**config.mk**
```make
export PLATFORM = sky130hd
export DESIGN_NAME = remote_error_queue_status
export DESIGN_NICKNAME = d
export VERILOG_FILES = /design/src/verilog/error_class.v /design/src/verilog/error_fifo.v /design/src/verilog/remote_error_queue_status.v
export VERILOG_INCLUDE_DIRS = /design/src /design/src/verilog
export SDC_FILE = /design/constraint.sdc
export NUM_CORES = 1
export LEC_CHECK = 0
export BUFFER_PORTS_ARGS = -buffer_cell sky130_fd_sc_hd__buf_2
export CAP_MARGIN = 15
export CORE_ASPECT_RATIO = 0.7
export CORE_MARGIN = 2
export CORE_UTILIZATION = 35
export DETAILED_ROUTE_END_ITERATION = 6
export PLACE_DENSITY_LB_ADDON = 0.05
export RECOVER_POWER = 25
export SYNTH_ARGS = -nofsm -noshare
export SYNTH_HDL_FRONTEND = slang
export SYNTH_HIERARCHICAL = 1
export SYNTH_SLANG_ARGS = --single-unit
```
**constraint.sdc**
```tcl
create_clock -name clk -period 7.4 [get_ports clk]
set_input_delay 1.48 -clock clk [delete_from_list [all_inputs] [get_ports clk]]
set_output_delay 1.48 -clock clk [all_outputs]
set_load 0.02 [all_outputs]
```
**src/verilog/errq_regs.vh**
```
`ifndef ERRQ_REGS_VH
`define ERRQ_REGS_VH

// Register byte offsets, one 32-bit word each
`define OFS_ERR_NEXT   8'h00
`define OFS_EVENT      8'h04
`define OFS_EVENT_MASK 8'h08
`define OFS_STATUS     8'h0C
`define OFS_SRQ_MASK   8'h10
`define OFS_CONTROL    8'h14
`define OFS_QUEUE_INFO 8'h18
`define OFS_IRQ_STATUS 8'h1C
`define OFS_IRQ_CLEAR  8'h20
`define OFS_IRQ_ENABLE 8'h24

// Queue geometry
`define QUEUE_DEPTH    20
`define CODE_W         16

// Event register bit positions
`define EV_OPC         0
`define EV_QYE         2
`define EV_DDE         3
`define EV_EXE         4
`define EV_CME         5

// Status byte bit positions
`define ST_MAV         4
`define ST_ESB         5
`define ST_MSS         6

// Control register bits
`define CTL_CLEAR      0

// Interrupt bits
`define IRQ_W          2
`define IRQ_QUEUED     0
`define IRQ_OVERFLOW   1

// Queue information flag positions
`define INFO_FULL_BIT  8
`define INFO_MARK_BIT  9

// Read-back layout of the next-error register
`define ERR_VALID_BIT  16
`define ANSWER_NONE    8'h30

// Class range bounds, 16-bit two's complement
`define CME_LO         16'hFF39
`define CME_HI         16'hFF9C
`define EXE_LO         16'hFED5
`define EXE_HI         16'hFF38
`define DDE_LO         16'hFE71
`define DDE_HI         16'hFED4
`define QYE_LO         16'hFE0D
`define QYE_HI         16'hFE70

// Named error codes
`define ERR_INVALID_CHAR   16'hFF9B
`define ERR_MNEMONIC_LONG  16'hFF90
`define ERR_UNDEF_HEADER   16'hFF8F
`define ERR_OUT_OF_RANGE   16'hFF22
`define ERR_DEVICE         16'hFED4
`define ERR_OUT_OF_MEMORY  16'hFEBF
`define ERR_QUEUE_OVERFLOW 16'hFEA2
`define ERR_COMM_FAIL      16'hFE98
`define ERR_QUERY          16'hFE70

`endif

```
**src/verilog/error_class.v**
```verilog
`timescale 1ns/10ps
`default_nettype none
`include "errq_regs.vh"

module error_class (
    input  wire [`CODE_W-1:0] code,
    output wire               cme,
    output wire               exe,
    output wire               dde,
    output wire               qye
);

    // All ranges sit in the negative half, so unsigned compares suffice
    // parser class range
    assign cme = (code >= `CME_LO) && (code <= `CME_HI);
    assign exe = (code >= `EXE_LO) && (code <= `EXE_HI);
    assign dde = (code >= `DDE_LO) && (code <= `DDE_HI);
    assign qye = (code >= `QYE_LO) && (code <= `QYE_HI);

endmodule
`default_nettype wire

```
**src/verilog/error_fifo.v**
```verilog
`timescale 1ns/10ps
`default_nettype none
`include "errq_regs.vh"

module error_fifo #(
    parameter DEPTH = `QUEUE_DEPTH,
    parameter WIDTH = `CODE_W,
    parameter AW    = 5
) (
    input  wire             clk,
    input  wire             reset,
    input  wire             flush,
    input  wire             push,
    input  wire [WIDTH-1:0] push_data,
    input  wire             pop,
    output wire [WIDTH-1:0] pop_data,
    output wire [AW-1:0]    count,
    output wire             empty,
    output wire             full,
    output wire             marked,
    output wire             mark_pulse
);

    localparam [AW-1:0] DEPTH_C = DEPTH;
    localparam [AW-1:0] LAST_C  = DEPTH - 1;
    localparam [AW-1:0] ONE_C   = 1;

    reg [WIDTH-1:0] mem [0:DEPTH-1];
    reg [AW-1:0]    rd_ptr_reg;
    reg [AW-1:0]    wr_ptr_reg;
    reg [AW-1:0]    count_reg;
    reg             marked_reg;

    wire          do_pop  = pop && (count_reg != 0);
    wire          room    = (count_reg != DEPTH_C) || do_pop;
    wire          do_push = push && room;
    // once marked, further arrivals are dropped
    wire          do_mark = push && !room && !marked_reg;
    wire [AW-1:0] top_idx = (wr_ptr_reg == 0) ? LAST_C : wr_ptr_reg - ONE_C;

    assign pop_data   = mem[rd_ptr_reg];
    assign count      = count_reg;
    assign empty      = (count_reg == 0);
    assign full       = (count_reg == DEPTH_C);
    assign marked     = marked_reg;
    assign mark_pulse = do_mark;

    // Storage writes; no reset needed on the data words
    always @(posedge clk) begin
        if (do_push) begin
            mem[wr_ptr_reg] <= push_data;
        // newest slot becomes the overflow marker
        end else if (do_mark) begin
            mem[top_idx] <= `ERR_QUEUE_OVERFLOW;
        end
    end

    // Pointers and occupancy
    always @(posedge clk) begin
        // empty at start-up and on flush
        if (reset || flush) begin
            rd_ptr_reg <= {AW{1'b0}};
            wr_ptr_reg <= {AW{1'b0}};
            count_reg  <= {AW{1'b0}};
            marked_reg <= 1'b0;
        end else begin
            if (do_push) begin
                wr_ptr_reg <= (wr_ptr_reg == LAST_C) ? {AW{1'b0}} : wr_ptr_reg + ONE_C;
            end
            if (do_pop) begin
                rd_ptr_reg <= (rd_ptr_reg == LAST_C) ? {AW{1'b0}} : rd_ptr_reg + ONE_C;
                marked_reg <= 1'b0;
            end else if (do_mark) begin
                marked_reg <= 1'b1;
            end
            if (do_push && !do_pop) begin
                count_reg <= count_reg + ONE_C;
            end else if (do_pop && !do_push) begin
                count_reg <= count_reg - ONE_C;
            end
        end
    end

endmodule
`default_nettype wire

```
**src/verilog/remote_error_queue_status.v**
```verilog
// Our own choices: the placing of the registers and register access over Avalon-MM.
`timescale 1ns/10ps
`default_nettype none
`include "errq_regs.vh"

module remote_error_queue_status #(
    parameter DEPTH = `QUEUE_DEPTH,
    parameter AW    = 5
) (
    input  wire                 clk,
    input  wire                 reset,
    input  wire [7:0]           avs_address,
    input  wire                 avs_read,
    input  wire                 avs_write,
    input  wire [31:0]          avs_writedata,
    input  wire [3:0]           avs_byteenable,
    output wire [31:0]          avs_readdata,
    output wire                 avs_waitrequest,
    input  wire                 err_valid,
    input  wire [`CODE_W-1:0]   err_code,
    output wire                 err_ready,
    input  wire                 msg_avail,
    input  wire                 op_complete,
    output wire                 irq
);

    // ------------------------------------------------------------------
    // Bus handshake: one wait cycle, then the answer
    // ------------------------------------------------------------------
    reg         ack_reg;
    reg  [31:0] rdata_reg;

    wire req      = avs_read || avs_write;
    wire first    = req && !ack_reg;
    wire rd_first = avs_read && first;
    wire wr_first = avs_write && first;
    wire lane0    = avs_byteenable[0];

    // Waitrequest drops the cycle after the request is seen
    assign avs_waitrequest = first;
    assign avs_readdata    = rdata_reg;

    always @(posedge clk) begin
        if (reset) begin
            ack_reg <= 1'b0;
        end else begin
            ack_reg <= first;
        end
    end

    // Address decode
    wire sel_next  = (avs_address == `OFS_ERR_NEXT);
    wire sel_event = (avs_address == `OFS_EVENT);
    wire sel_emask = (avs_address == `OFS_EVENT_MASK);
    wire sel_stat  = (avs_address == `OFS_STATUS);
    wire sel_smask = (avs_address == `OFS_SRQ_MASK);
    wire sel_ctl   = (avs_address == `OFS_CONTROL);
    wire sel_info  = (avs_address == `OFS_QUEUE_INFO);
    wire sel_ist   = (avs_address == `OFS_IRQ_STATUS);
    wire sel_iclr  = (avs_address == `OFS_IRQ_CLEAR);
    wire sel_ien   = (avs_address == `OFS_IRQ_ENABLE);

    wire rd_known = sel_next || sel_event || sel_emask || sel_stat || sel_smask
                 || sel_info || sel_ist || sel_ien;
    wire wr_known = sel_emask || sel_smask || sel_ctl || sel_iclr || sel_ien;

    // ------------------------------------------------------------------
    // Locally detected errors, fed into the same queue
    // ------------------------------------------------------------------
    wire mask_wr  = wr_first && lane0 && (sel_emask || sel_smask);
    wire too_wide = (avs_writedata[31:8] != 24'h000000);

    reg                 int_err;
    reg [`CODE_W-1:0]   int_code;

    always @* begin
        int_err  = 1'b0;
        int_code = `ERR_DEVICE;
        // unknown register written is an undefined header
        if (wr_first && !wr_known) begin
            int_err  = 1'b1;
            int_code = `ERR_UNDEF_HEADER;
        // reading nowhere is a query error
        end else if (rd_first && !rd_known) begin
            int_err  = 1'b1;
            int_code = `ERR_QUERY;
        // mask value above one byte is out of range
        end else if (mask_wr && too_wide) begin
            int_err  = 1'b1;
            int_code = `ERR_OUT_OF_RANGE;
        end
    end

    // Local errors win the slot; the outside source waits a cycle
    assign err_ready = !int_err;

    wire               push      = int_err || err_valid;
    wire [`CODE_W-1:0] push_code = int_err ? int_code : err_code;

    // ------------------------------------------------------------------
    // Clear-status and queue
    // ------------------------------------------------------------------
    // clear-status from the control register
    wire cls = wr_first && lane0 && sel_ctl && avs_writedata[`CTL_CLEAR];
    // a read of the next-error register pops
    wire pop = rd_first && sel_next;

    wire [`CODE_W-1:0] head_code;
    wire [AW-1:0]      q_count;
    wire               q_empty;
    wire               q_full;
    wire               q_marked;
    wire               q_mark;

    // flushed by clear-status, drained naturally by the last read
    error_fifo #(
        .DEPTH      (DEPTH),
        .WIDTH      (`CODE_W),
        .AW         (AW)
    ) u_fifo (
        .clk        (clk),
        .reset      (reset),
        .flush      (cls),
        .push       (push),
        .push_data  (push_code),
        .pop        (pop),
        .pop_data   (head_code),
        .count      (q_count),
        .empty      (q_empty),
        .full       (q_full),
        .marked     (q_marked),
        .mark_pulse (q_mark)
    );

    // ------------------------------------------------------------------
    // Error classes into the event register
    // ------------------------------------------------------------------
    wire c_cme;
    wire c_exe;
    wire c_dde;
    wire c_qye;

    // Class follows the code even when the queue drops it
    error_class u_class (
        .code (push_code),
        .cme  (c_cme),
        .exe  (c_exe),
        .dde  (c_dde),
        .qye  (c_qye)
    );

    reg  [7:0] event_reg;
    reg  [7:0] event_next;
    reg  [7:0] emask_reg;
    reg  [7:0] smask_reg;
    reg  [7:0] ev_set;

    wire ev_read = rd_first && sel_event;

    always @* begin
        ev_set = 8'h00;
        ev_set[`EV_CME] = push && c_cme;
        ev_set[`EV_EXE] = push && c_exe;
        // device error flag, overflow marker included
        ev_set[`EV_DDE] = (push && c_dde) || q_mark;
        ev_set[`EV_QYE] = push && c_qye;
        ev_set[`EV_OPC] = op_complete;
    end

    // New events beat the read or clear in the same cycle
    always @* begin
        event_next = event_reg;
        if (ev_read || cls) begin
            event_next = 8'h00;
        end
        event_next = event_next | ev_set;
    end

    always @(posedge clk) begin
        if (reset) begin
            event_reg <= 8'h00;
        end else begin
            event_reg <= event_next;
        end
    end

    // Mask registers take only in-range byte values
    always @(posedge clk) begin
        if (reset) begin
            emask_reg <= 8'h00;
            smask_reg <= 8'h00;
        end else if (mask_wr && !too_wide) begin
            if (sel_emask) begin
                emask_reg <= avs_writedata[7:0];
            end else begin
                smask_reg <= avs_writedata[7:0];
            end
        end
    end

    // ------------------------------------------------------------------
    // Status byte, derived live so clearing events clears its ESB bit too
    // ------------------------------------------------------------------
    reg msg_meta_reg;
    reg msg_sync_reg;

    // Message flag may come from slower logic, so resync it
    always @(posedge clk) begin
        if (reset) begin
            msg_meta_reg <= 1'b0;
            msg_sync_reg <= 1'b0;
        end else begin
            msg_meta_reg <= msg_avail;
            msg_sync_reg <= msg_meta_reg;
        end
    end

    reg [7:0] status_byte;

    always @* begin
        status_byte = 8'h00;
        status_byte[`ST_MAV] = msg_sync_reg;
        status_byte[`ST_ESB] = |(event_reg & emask_reg);
        status_byte[`ST_MSS] = |(status_byte & smask_reg);
    end

    // ------------------------------------------------------------------
    // Interrupts: sticky status, write-one clear, enable
    // ------------------------------------------------------------------
    reg  [`IRQ_W-1:0] ist_reg;
    reg  [`IRQ_W-1:0] ien_reg;
    reg  [`IRQ_W-1:0] ist_set;

    wire iclr_wr = wr_first && lane0 && sel_iclr;
    wire ien_wr  = wr_first && lane0 && sel_ien;

    always @* begin
        ist_set = {`IRQ_W{1'b0}};
        ist_set[`IRQ_QUEUED]   = push && (!q_full || pop);
        ist_set[`IRQ_OVERFLOW] = q_mark;
    end

    // Set wins over clear on the same edge
    always @(posedge clk) begin
        if (reset) begin
            ist_reg <= {`IRQ_W{1'b0}};
            ien_reg <= {`IRQ_W{1'b0}};
        end else begin
            if (iclr_wr) begin
                ist_reg <= (ist_reg & ~avs_writedata[`IRQ_W-1:0]) | ist_set;
            end else begin
                ist_reg <= ist_reg | ist_set;
            end
            if (ien_wr) begin
                ien_reg <= avs_writedata[`IRQ_W-1:0];
            end
        end
    end

    assign irq = |(ist_reg & ien_reg);

    // ------------------------------------------------------------------
    // Read data, captured on the edge that takes the request
    // ------------------------------------------------------------------
    reg [31:0] rd_mux;

    always @* begin
        rd_mux = 32'h00000000;
        if (sel_next) begin
            // empty queue answers the character zero
            if (q_empty) begin
                rd_mux[7:0] = `ANSWER_NONE;
            end else begin
                rd_mux[`CODE_W-1:0]    = head_code;
                rd_mux[`ERR_VALID_BIT] = 1'b1;
            end
        end else if (sel_event) begin
            // full eight bits before the clear
            rd_mux[7:0] = event_reg;
        end else if (sel_emask) begin
            rd_mux[7:0] = emask_reg;
        end else if (sel_stat) begin
            rd_mux[7:0] = status_byte;
        end else if (sel_smask) begin
            rd_mux[7:0] = smask_reg;
        end else if (sel_info) begin
            rd_mux[AW-1:0] = q_count;
            rd_mux[`INFO_FULL_BIT] = q_full;
            rd_mux[`INFO_MARK_BIT] = q_marked;
        end else if (sel_ist) begin
            rd_mux[`IRQ_W-1:0] = ist_reg;
        end else if (sel_ien) begin
            rd_mux[`IRQ_W-1:0] = ien_reg;
        end
    end

    // Holds the last answer until the next read; writes leave it alone
    always @(posedge clk) begin
        if (reset) begin
            rdata_reg <= 32'h00000000;
        end else if (rd_first) begin
            rdata_reg <= rd_mux;
        end
    end

endmodule
`default_nettype wire
```
======== Yosys cells after proc, flatten, opt, wreduce, memory -nomap -nowiden ========
Memories as Yosys holds them, arrays and structs flattened. A register that Yosys moved wholly into a read port is not among the register bits.
Index checks and enable logic that the tools add are counted.
storage, ports and cells
  bits in registers ....................... 64
  bits in latches ......................... 0
  bits in writable memories ............... 320
  bits in read-only memories .............. 0
  input port bits ......................... 67
  output and inout port bits .............. 35
  memories kept ........................... 1
operators by class
  $add $sub $neg .......................... 5
  multipliers ............................. 0
  div/mod/pow operators ................... 0
  $lt $le $gt $ge ......................... 8
  eq/ne operators ......................... 13
  shift-type cells ........................ 0
  muxes and demuxes ....................... 42
  bitwise logic cells ..................... 9
  reduce and logical (&&, ||, !) cells .... 71
memory list
  name        depth  width  read ports  clocked after Yosys merged registers in  wr ports  line             source
  u_fifo.mem  20     16     1           1                                        1         error_fifo.v:28  reg [WIDTH-1:0] mem [0:DEPTH-1];
operator list
  cell                                                                    number
  16-bit greater-or-equal comparator (second input constant)              4
  16-bit less-or-equal comparator (second input constant)                 4
  5-bit 2-to-1 mux                                                        9
  8-bit 2-to-1 mux                                                        5
  9-bit 2-to-1 mux                                                        4
  8-bit by 5-bit equality test with 1-bit output (second input constant)  4
  16-bit 2-to-1 mux                                                       2
  1-bit logical AND                                                       30
  24-bit nonzero test                                                     1
  1-bit logical OR                                                        18
  2-bit 2-to-1 mux                                                        9
  8-bit by 4-bit equality test with 1-bit output (second input constant)  2
  8-bit by 6-bit equality test with 1-bit output (second input constant)  2
  16-bit OR reduction                                                     1
  8-bit OR reduction                                                      2
  5-bit by 1-bit adder with 5-bit output (second input constant)          3
  5-bit equality test (second input constant)                             3
  1-bit logical NOT                                                       10
  5-bit logical NOT                                                       2
  10-bit 2-to-1 mux                                                       1
  5-bit by 1-bit subtractor with 5-bit output (second input constant)     2
  1-bit 2-to-1 mux                                                        9
  6-bit by 8-bit AND with 8-bit output                                    1
  8-bit AND                                                               1
  14 further kinds                                                        19

======== Depth between registers and ports, before layout ========
  depth in word-level cells ............... 20
  gate-level depth with buffers ........... 17
  mapped depth without buffers ............ 14

======== By module ========
Netlist, hierarchy kept.
modules (own cells, without submodules)
  module                     times used  cells each  area each (µm²)
  error_fifo                 1           788         13731.9
  remote_error_queue_status  1           343         2665.1
  error_class                1           24          158.9

======== Least setup slack after synthesis ========
OpenSTA, ideal clock, no wires.
  path type ............................... input -> register
  start point ............................. input port avs_address[5]
  end point ............................... memory u_fifo/mem[17][0] in the netlist's numbering (enable)
  library setup time ...................... 387 ps
  arrival ................................. 4870 ps
  required time ........................... 7013 ps
  path slack .............................. 2143 ps
  stages .................................. 13
  buffers on the path ..................... 3
  path through ............................ or3_1 -> buf_2 -> or3_4 -> a211oi_2 -> a211oi_2 -> inv_1 -> clkbuf_1 -> nand2b_1 -> or4_1 -> clkbuf_2 -> or3_1 -> o21a_2 -> nor3b_2
on the way
  cells in the longest elaborated chain, start to end .. 20
RTL lines
  what                                                                                                  line                            source
  from (decl)                                                                                           remote_error_queue_status.v:12  input wire [7:0] avs_address,
  8-bit by 3-bit equality test with 1-bit output (no line) / 8-bit logical NOT (equally long branches)  n/a
  1-bit logical OR (4 in series)                                                                        remote_error_queue_status.v:63  wire rd_known = sel_next || sel_event || sel_emask || sel_stat || sel_smask
  1-bit logical OR (3 in series)                                                                        remote_error_queue_status.v:64  || sel_info || sel_ist || sel_ien;
  1-bit logical NOT                                                                                     remote_error_queue_status.v:84  end else if (rd_first && !rd_known) begin
  1-bit logical AND                                                                                     remote_error_queue_status.v:84
  1-bit 2-to-1 mux                                                                                      remote_error_queue_status.v:84
  1-bit 2-to-1 mux *                                                                                    remote_error_queue_status.v:80  if (wr_first && !wr_known) begin
  1-bit logical OR *                                                                                    remote_error_queue_status.v:97  wire push = int_err || err_valid;
  net push                                                                                              remote_error_queue_status.v:97
  1-bit logical AND (2 in series)                                                                       error_fifo.v:38                 wire do_mark = push && !room && !marked_reg;
  1-bit 2-to-1 mux                                                                                      error_fifo.v:53                 end else if (do_mark) begin
  1-bit 2-to-1 mux                                                                                      error_fifo.v:50                 if (do_push) begin
  1-bit 2-to-1 mux (no line)                                                                            n/a
  16-bit OR reduction (no line)                                                                         n/a
  5-bit 2-to-1 mux (no line) / 1-bit 2-to-1 mux (equally long branches)                                 n/a
  to (decl)                                                                                             error_fifo.v:28
The timed path passes the listed nets; every way through them passes the cells marked *.

======== Final worst setup path ========
  start point ............................. input port avs_address[4]
  end point ............................... memory u_fifo/mem[5][15] in the netlist's numbering (enable)
The elaborated chain is that of the path after synthesis.

==> impl_metrics.env <==
export IMPL_regMostFlops="u_fifo/mem"
export IMPL_crit_path_start="avs_address[4]"
export IMPL_path_buf_inv=3
export IMPL_dp_hpwl_um=30200
export IMPL_layout_commonest_cell="edfxtp_1"
export IMPL_ys_seq_area_share_pct=66.0
export IMPL_die_area_um2=49100
export IMPL_max_cap_viol_count=4
export IMPL_synthCells=1155
export IMPL_skew_ns=0.0229
export IMPL_portBuffers=83
export IMPL_dr_total_vias=10147
export IMPL_synth_ff_type="edfxtp_1"
export IMPL_cts_sinks=386
export IMPL_antenna_left=0
export IMPL_avgSynthCellArea_um2=14.3
export IMPL_wirelength_um=46700
export IMPL_start_util_pct=35.5
export IMPL_synth_area_um2=16600
export IMPL_setup_ws_ns=1.19
export IMPL_critPathMostFrequentCell="nand2b_1"
export IMPL_cts_resized=0
export IMPL_path_delay_family="simple AND/OR/NAND/NOR gates"
export IMPL_slew_headroom_pct=-39.6
export IMPL_drt_initial_drc_count=721
export IMPL_wl_per_cell_um=24.7
export IMPL_synth_cell_type_count=76
export IMPL_areaGrowthSynthToFinish_pct=14.6
export IMPL_worstMarginPinSlew_ns=2.09
export IMPL_postCtsSetupBuffers=0
export IMPL_cp_start_kind="input port"
export IMPL_drv_slew=68
export IMPL_largest_register_ffs=320
export IMPL_worstSkewPairLatency_ns=0.55
export IMPL_arrival_ns=6.46
export IMPL_p_total_mw=4.89
export IMPL_min_period_ns=6.21
export IMPL_route_detailed_drc=0
export IMPL_rsz0062_at_grt="false"
export IMPL_hold_viol_final=0
export IMPL_critPathCaptureType="flip-flop"
export IMPL_fin_hold_ws_ns=0.447
export IMPL_via_per_inst=5.36
export IMPL_fmax_ghz=0.161
export IMPL_hold_path_class="reg -> reg"
export IMPL_fin_crit_sh_pct=83.9
export IMPL_ys_ff_latch=386
export IMPL_coreArea_um2=46600
export IMPL_cts_root_buf="clkbuf_16"
export IMPL_htree_levels=2
export IMPL_p_leak_nw=6.00
export IMPL_num_rows=66
export IMPL_grt_pass1_wl_um=67400
export IMPL_die_x_um=264
export IMPL_grt_max_degree=77
export IMPL_globalRouteOverflowTotal=0
export IMPL_slowest_stage="a211oi_1"
export IMPL_pin_count=102
export IMPL_cp_max_fo=24
export IMPL_dr_pass1_iters=6
export IMPL_finalSetupViolCount=0
export IMPL_layout_common_cells="320 x edfxtp_1, 63 x dfxtp_1, 61 x buf_2"
export IMPL_hold_start="msg_meta_reg$_SDFF_PP0_"
export IMPL_multi_input_area_um2=5250
export IMPL_cp_required_ns=7.65
export IMPL_slowest_delay_ns=0.87
export IMPL_clkTransAtPathRegs_ns=0.06
export IMPL_fin_setup_tns_ns=0
export IMPL_seq_area_um2=10900
export IMPL_cts_tree="built"
export IMPL_synth_enable_flop_cells=320
export IMPL_place_congestion=0.787
export IMPL_async_reset_ff_share_pct=0
export IMPL_power_density_nw_per_um2=258
export IMPL_numCtsBuffers=40
export IMPL_grt_antenna_before_repair=2
export IMPL_clockBufferDepth=3
export IMPL_nNetsFinal=1322
export IMPL_drive_gt1_share_pct=22.0
export IMPL_die_h_um=186
export IMPL_fill_cells=4343
export IMPL_grt_total_usage_pct=18.9
export IMPL_violations="capacitance limit, slew limit"
export IMPL_path_class="in -> reg"
export IMPL_ctsHoldBuffers=0
export IMPL_peakVddDrop_mv=0.130
export IMPL_grt_pass1_vias=9902
export IMPL_ys_warn_count=6
export IMPL_place_ws_ns=1.48
export IMPL_status="finished, violations left"
export IMPL_cp_cell_sequence="clkbuf_1, nor2b_1, o21ai_0, a211oi_1, a211oi_2, inv_1, nand2b_1, or4_1, mux2i_1, nand2b_1, nor2_2, buf_4"
final cells by class:
class / instances / share of cell area (%)
flip-flops and latches: 386 / 57.7
multi-input cells: 679 / 27.7
clock buffers: 53 / 5.65
well taps: 612 / 4.04
repair buffers: 118 / 3.46
clock inverters: 20 / 1.04
inverters: 21 / 0.416
diodes: 3 / 0.0396
power by group:
group	switching (mW)	total, mW	internal (mW)
clock network	0.833	1.99	1.16
logic	0.289	0.414	0.125
registers	0.0373	2.48	2.44
metal layers:
metal,GRT usage [%],vias up,wire (µm)
met1,28.8,5218,23500
met5,0,-,13
met3,3.86,55,2510
li1,-,4639,-
met2,27.6,233,20000
met4,3.80,2,722
worst paths after layout:
path / endpoint / slack [ns] / depth (start not counted)
min reg2reg: msg_sync_reg$_SDFF_PP0_ / 0.45 / 1
min: msg_sync_reg$_SDFF_PP0_ / 0.45 / 1
max reg2reg: avs_readdata[14]$_SDFFE_PP0P_ / 2.54 / 7
max: u_fifo/mem[5][15]$_DFFE_PP_ / 1.19 / 12
logic make-up (layout without fill, tap and decap cells):
kind of cell	Yosys count	after routing	synth area share [%]
compound gates	214	214	8.42
buf+inv	104	212	2.85
fa+ha+maj	9	9	0.726
flops	386	386	66.0
xor+xnor	7	7	0.370
simple gates	299	299	9.53
mux	135	135	12.1
other cells	1	18	0.0227
cell usage after synthesis (9+ instances only):
| cell type | count | area share [%] |
|---|---|---|
| buf_4 | 15 | 0.68 |
| o21ai_0 | 21 | 0.63 |
| nand2b_1 | 10 | 0.38 |
| nand2_1 | 60 | 1.4 |
| nor2b_1 | 37 | 1.4 |
| nor2_1 | 73 | 1.7 |
| a31oi_1 | 34 | 1.3 |
| nand3_1 | 29 | 0.88 |
| mux2_2 | 36 | 2.4 |
| nor3_1 | 14 | 0.42 |
| o21ai_1 | 11 | 0.33 |
| buf_2 | 19 | 0.57 |
| nor4_1 | 9 | 0.34 |
| mux2i_1 | 51 | 3.1 |
| a21oi_1 | 53 | 1.6 |
| a22oi_1 | 18 | 0.82 |
| dfxtp_1 | 66 | 8.0 |
| clkbuf_1 | 44 | 1.0 |
| o22ai_1 | 20 | 0.76 |
| mux4_2 | 48 | 6.5 |
| inv_1 | 21 | 0.48 |
| or2_2 | 16 | 0.60 |
| edfxtp_1 | 320 | 58 |
per-stage QoR:
stage	util [%]	cells	area, µm²
finish	40.7	1892	19000
global route	40.7	1889	19000
CTS	40.8	1889	19000
detailed placement	38.1	1816	17800
global placement	38.1	1816	17800
floorplan	-	1169	16600
Note: power is estimated with default switching activity, not from simulation.
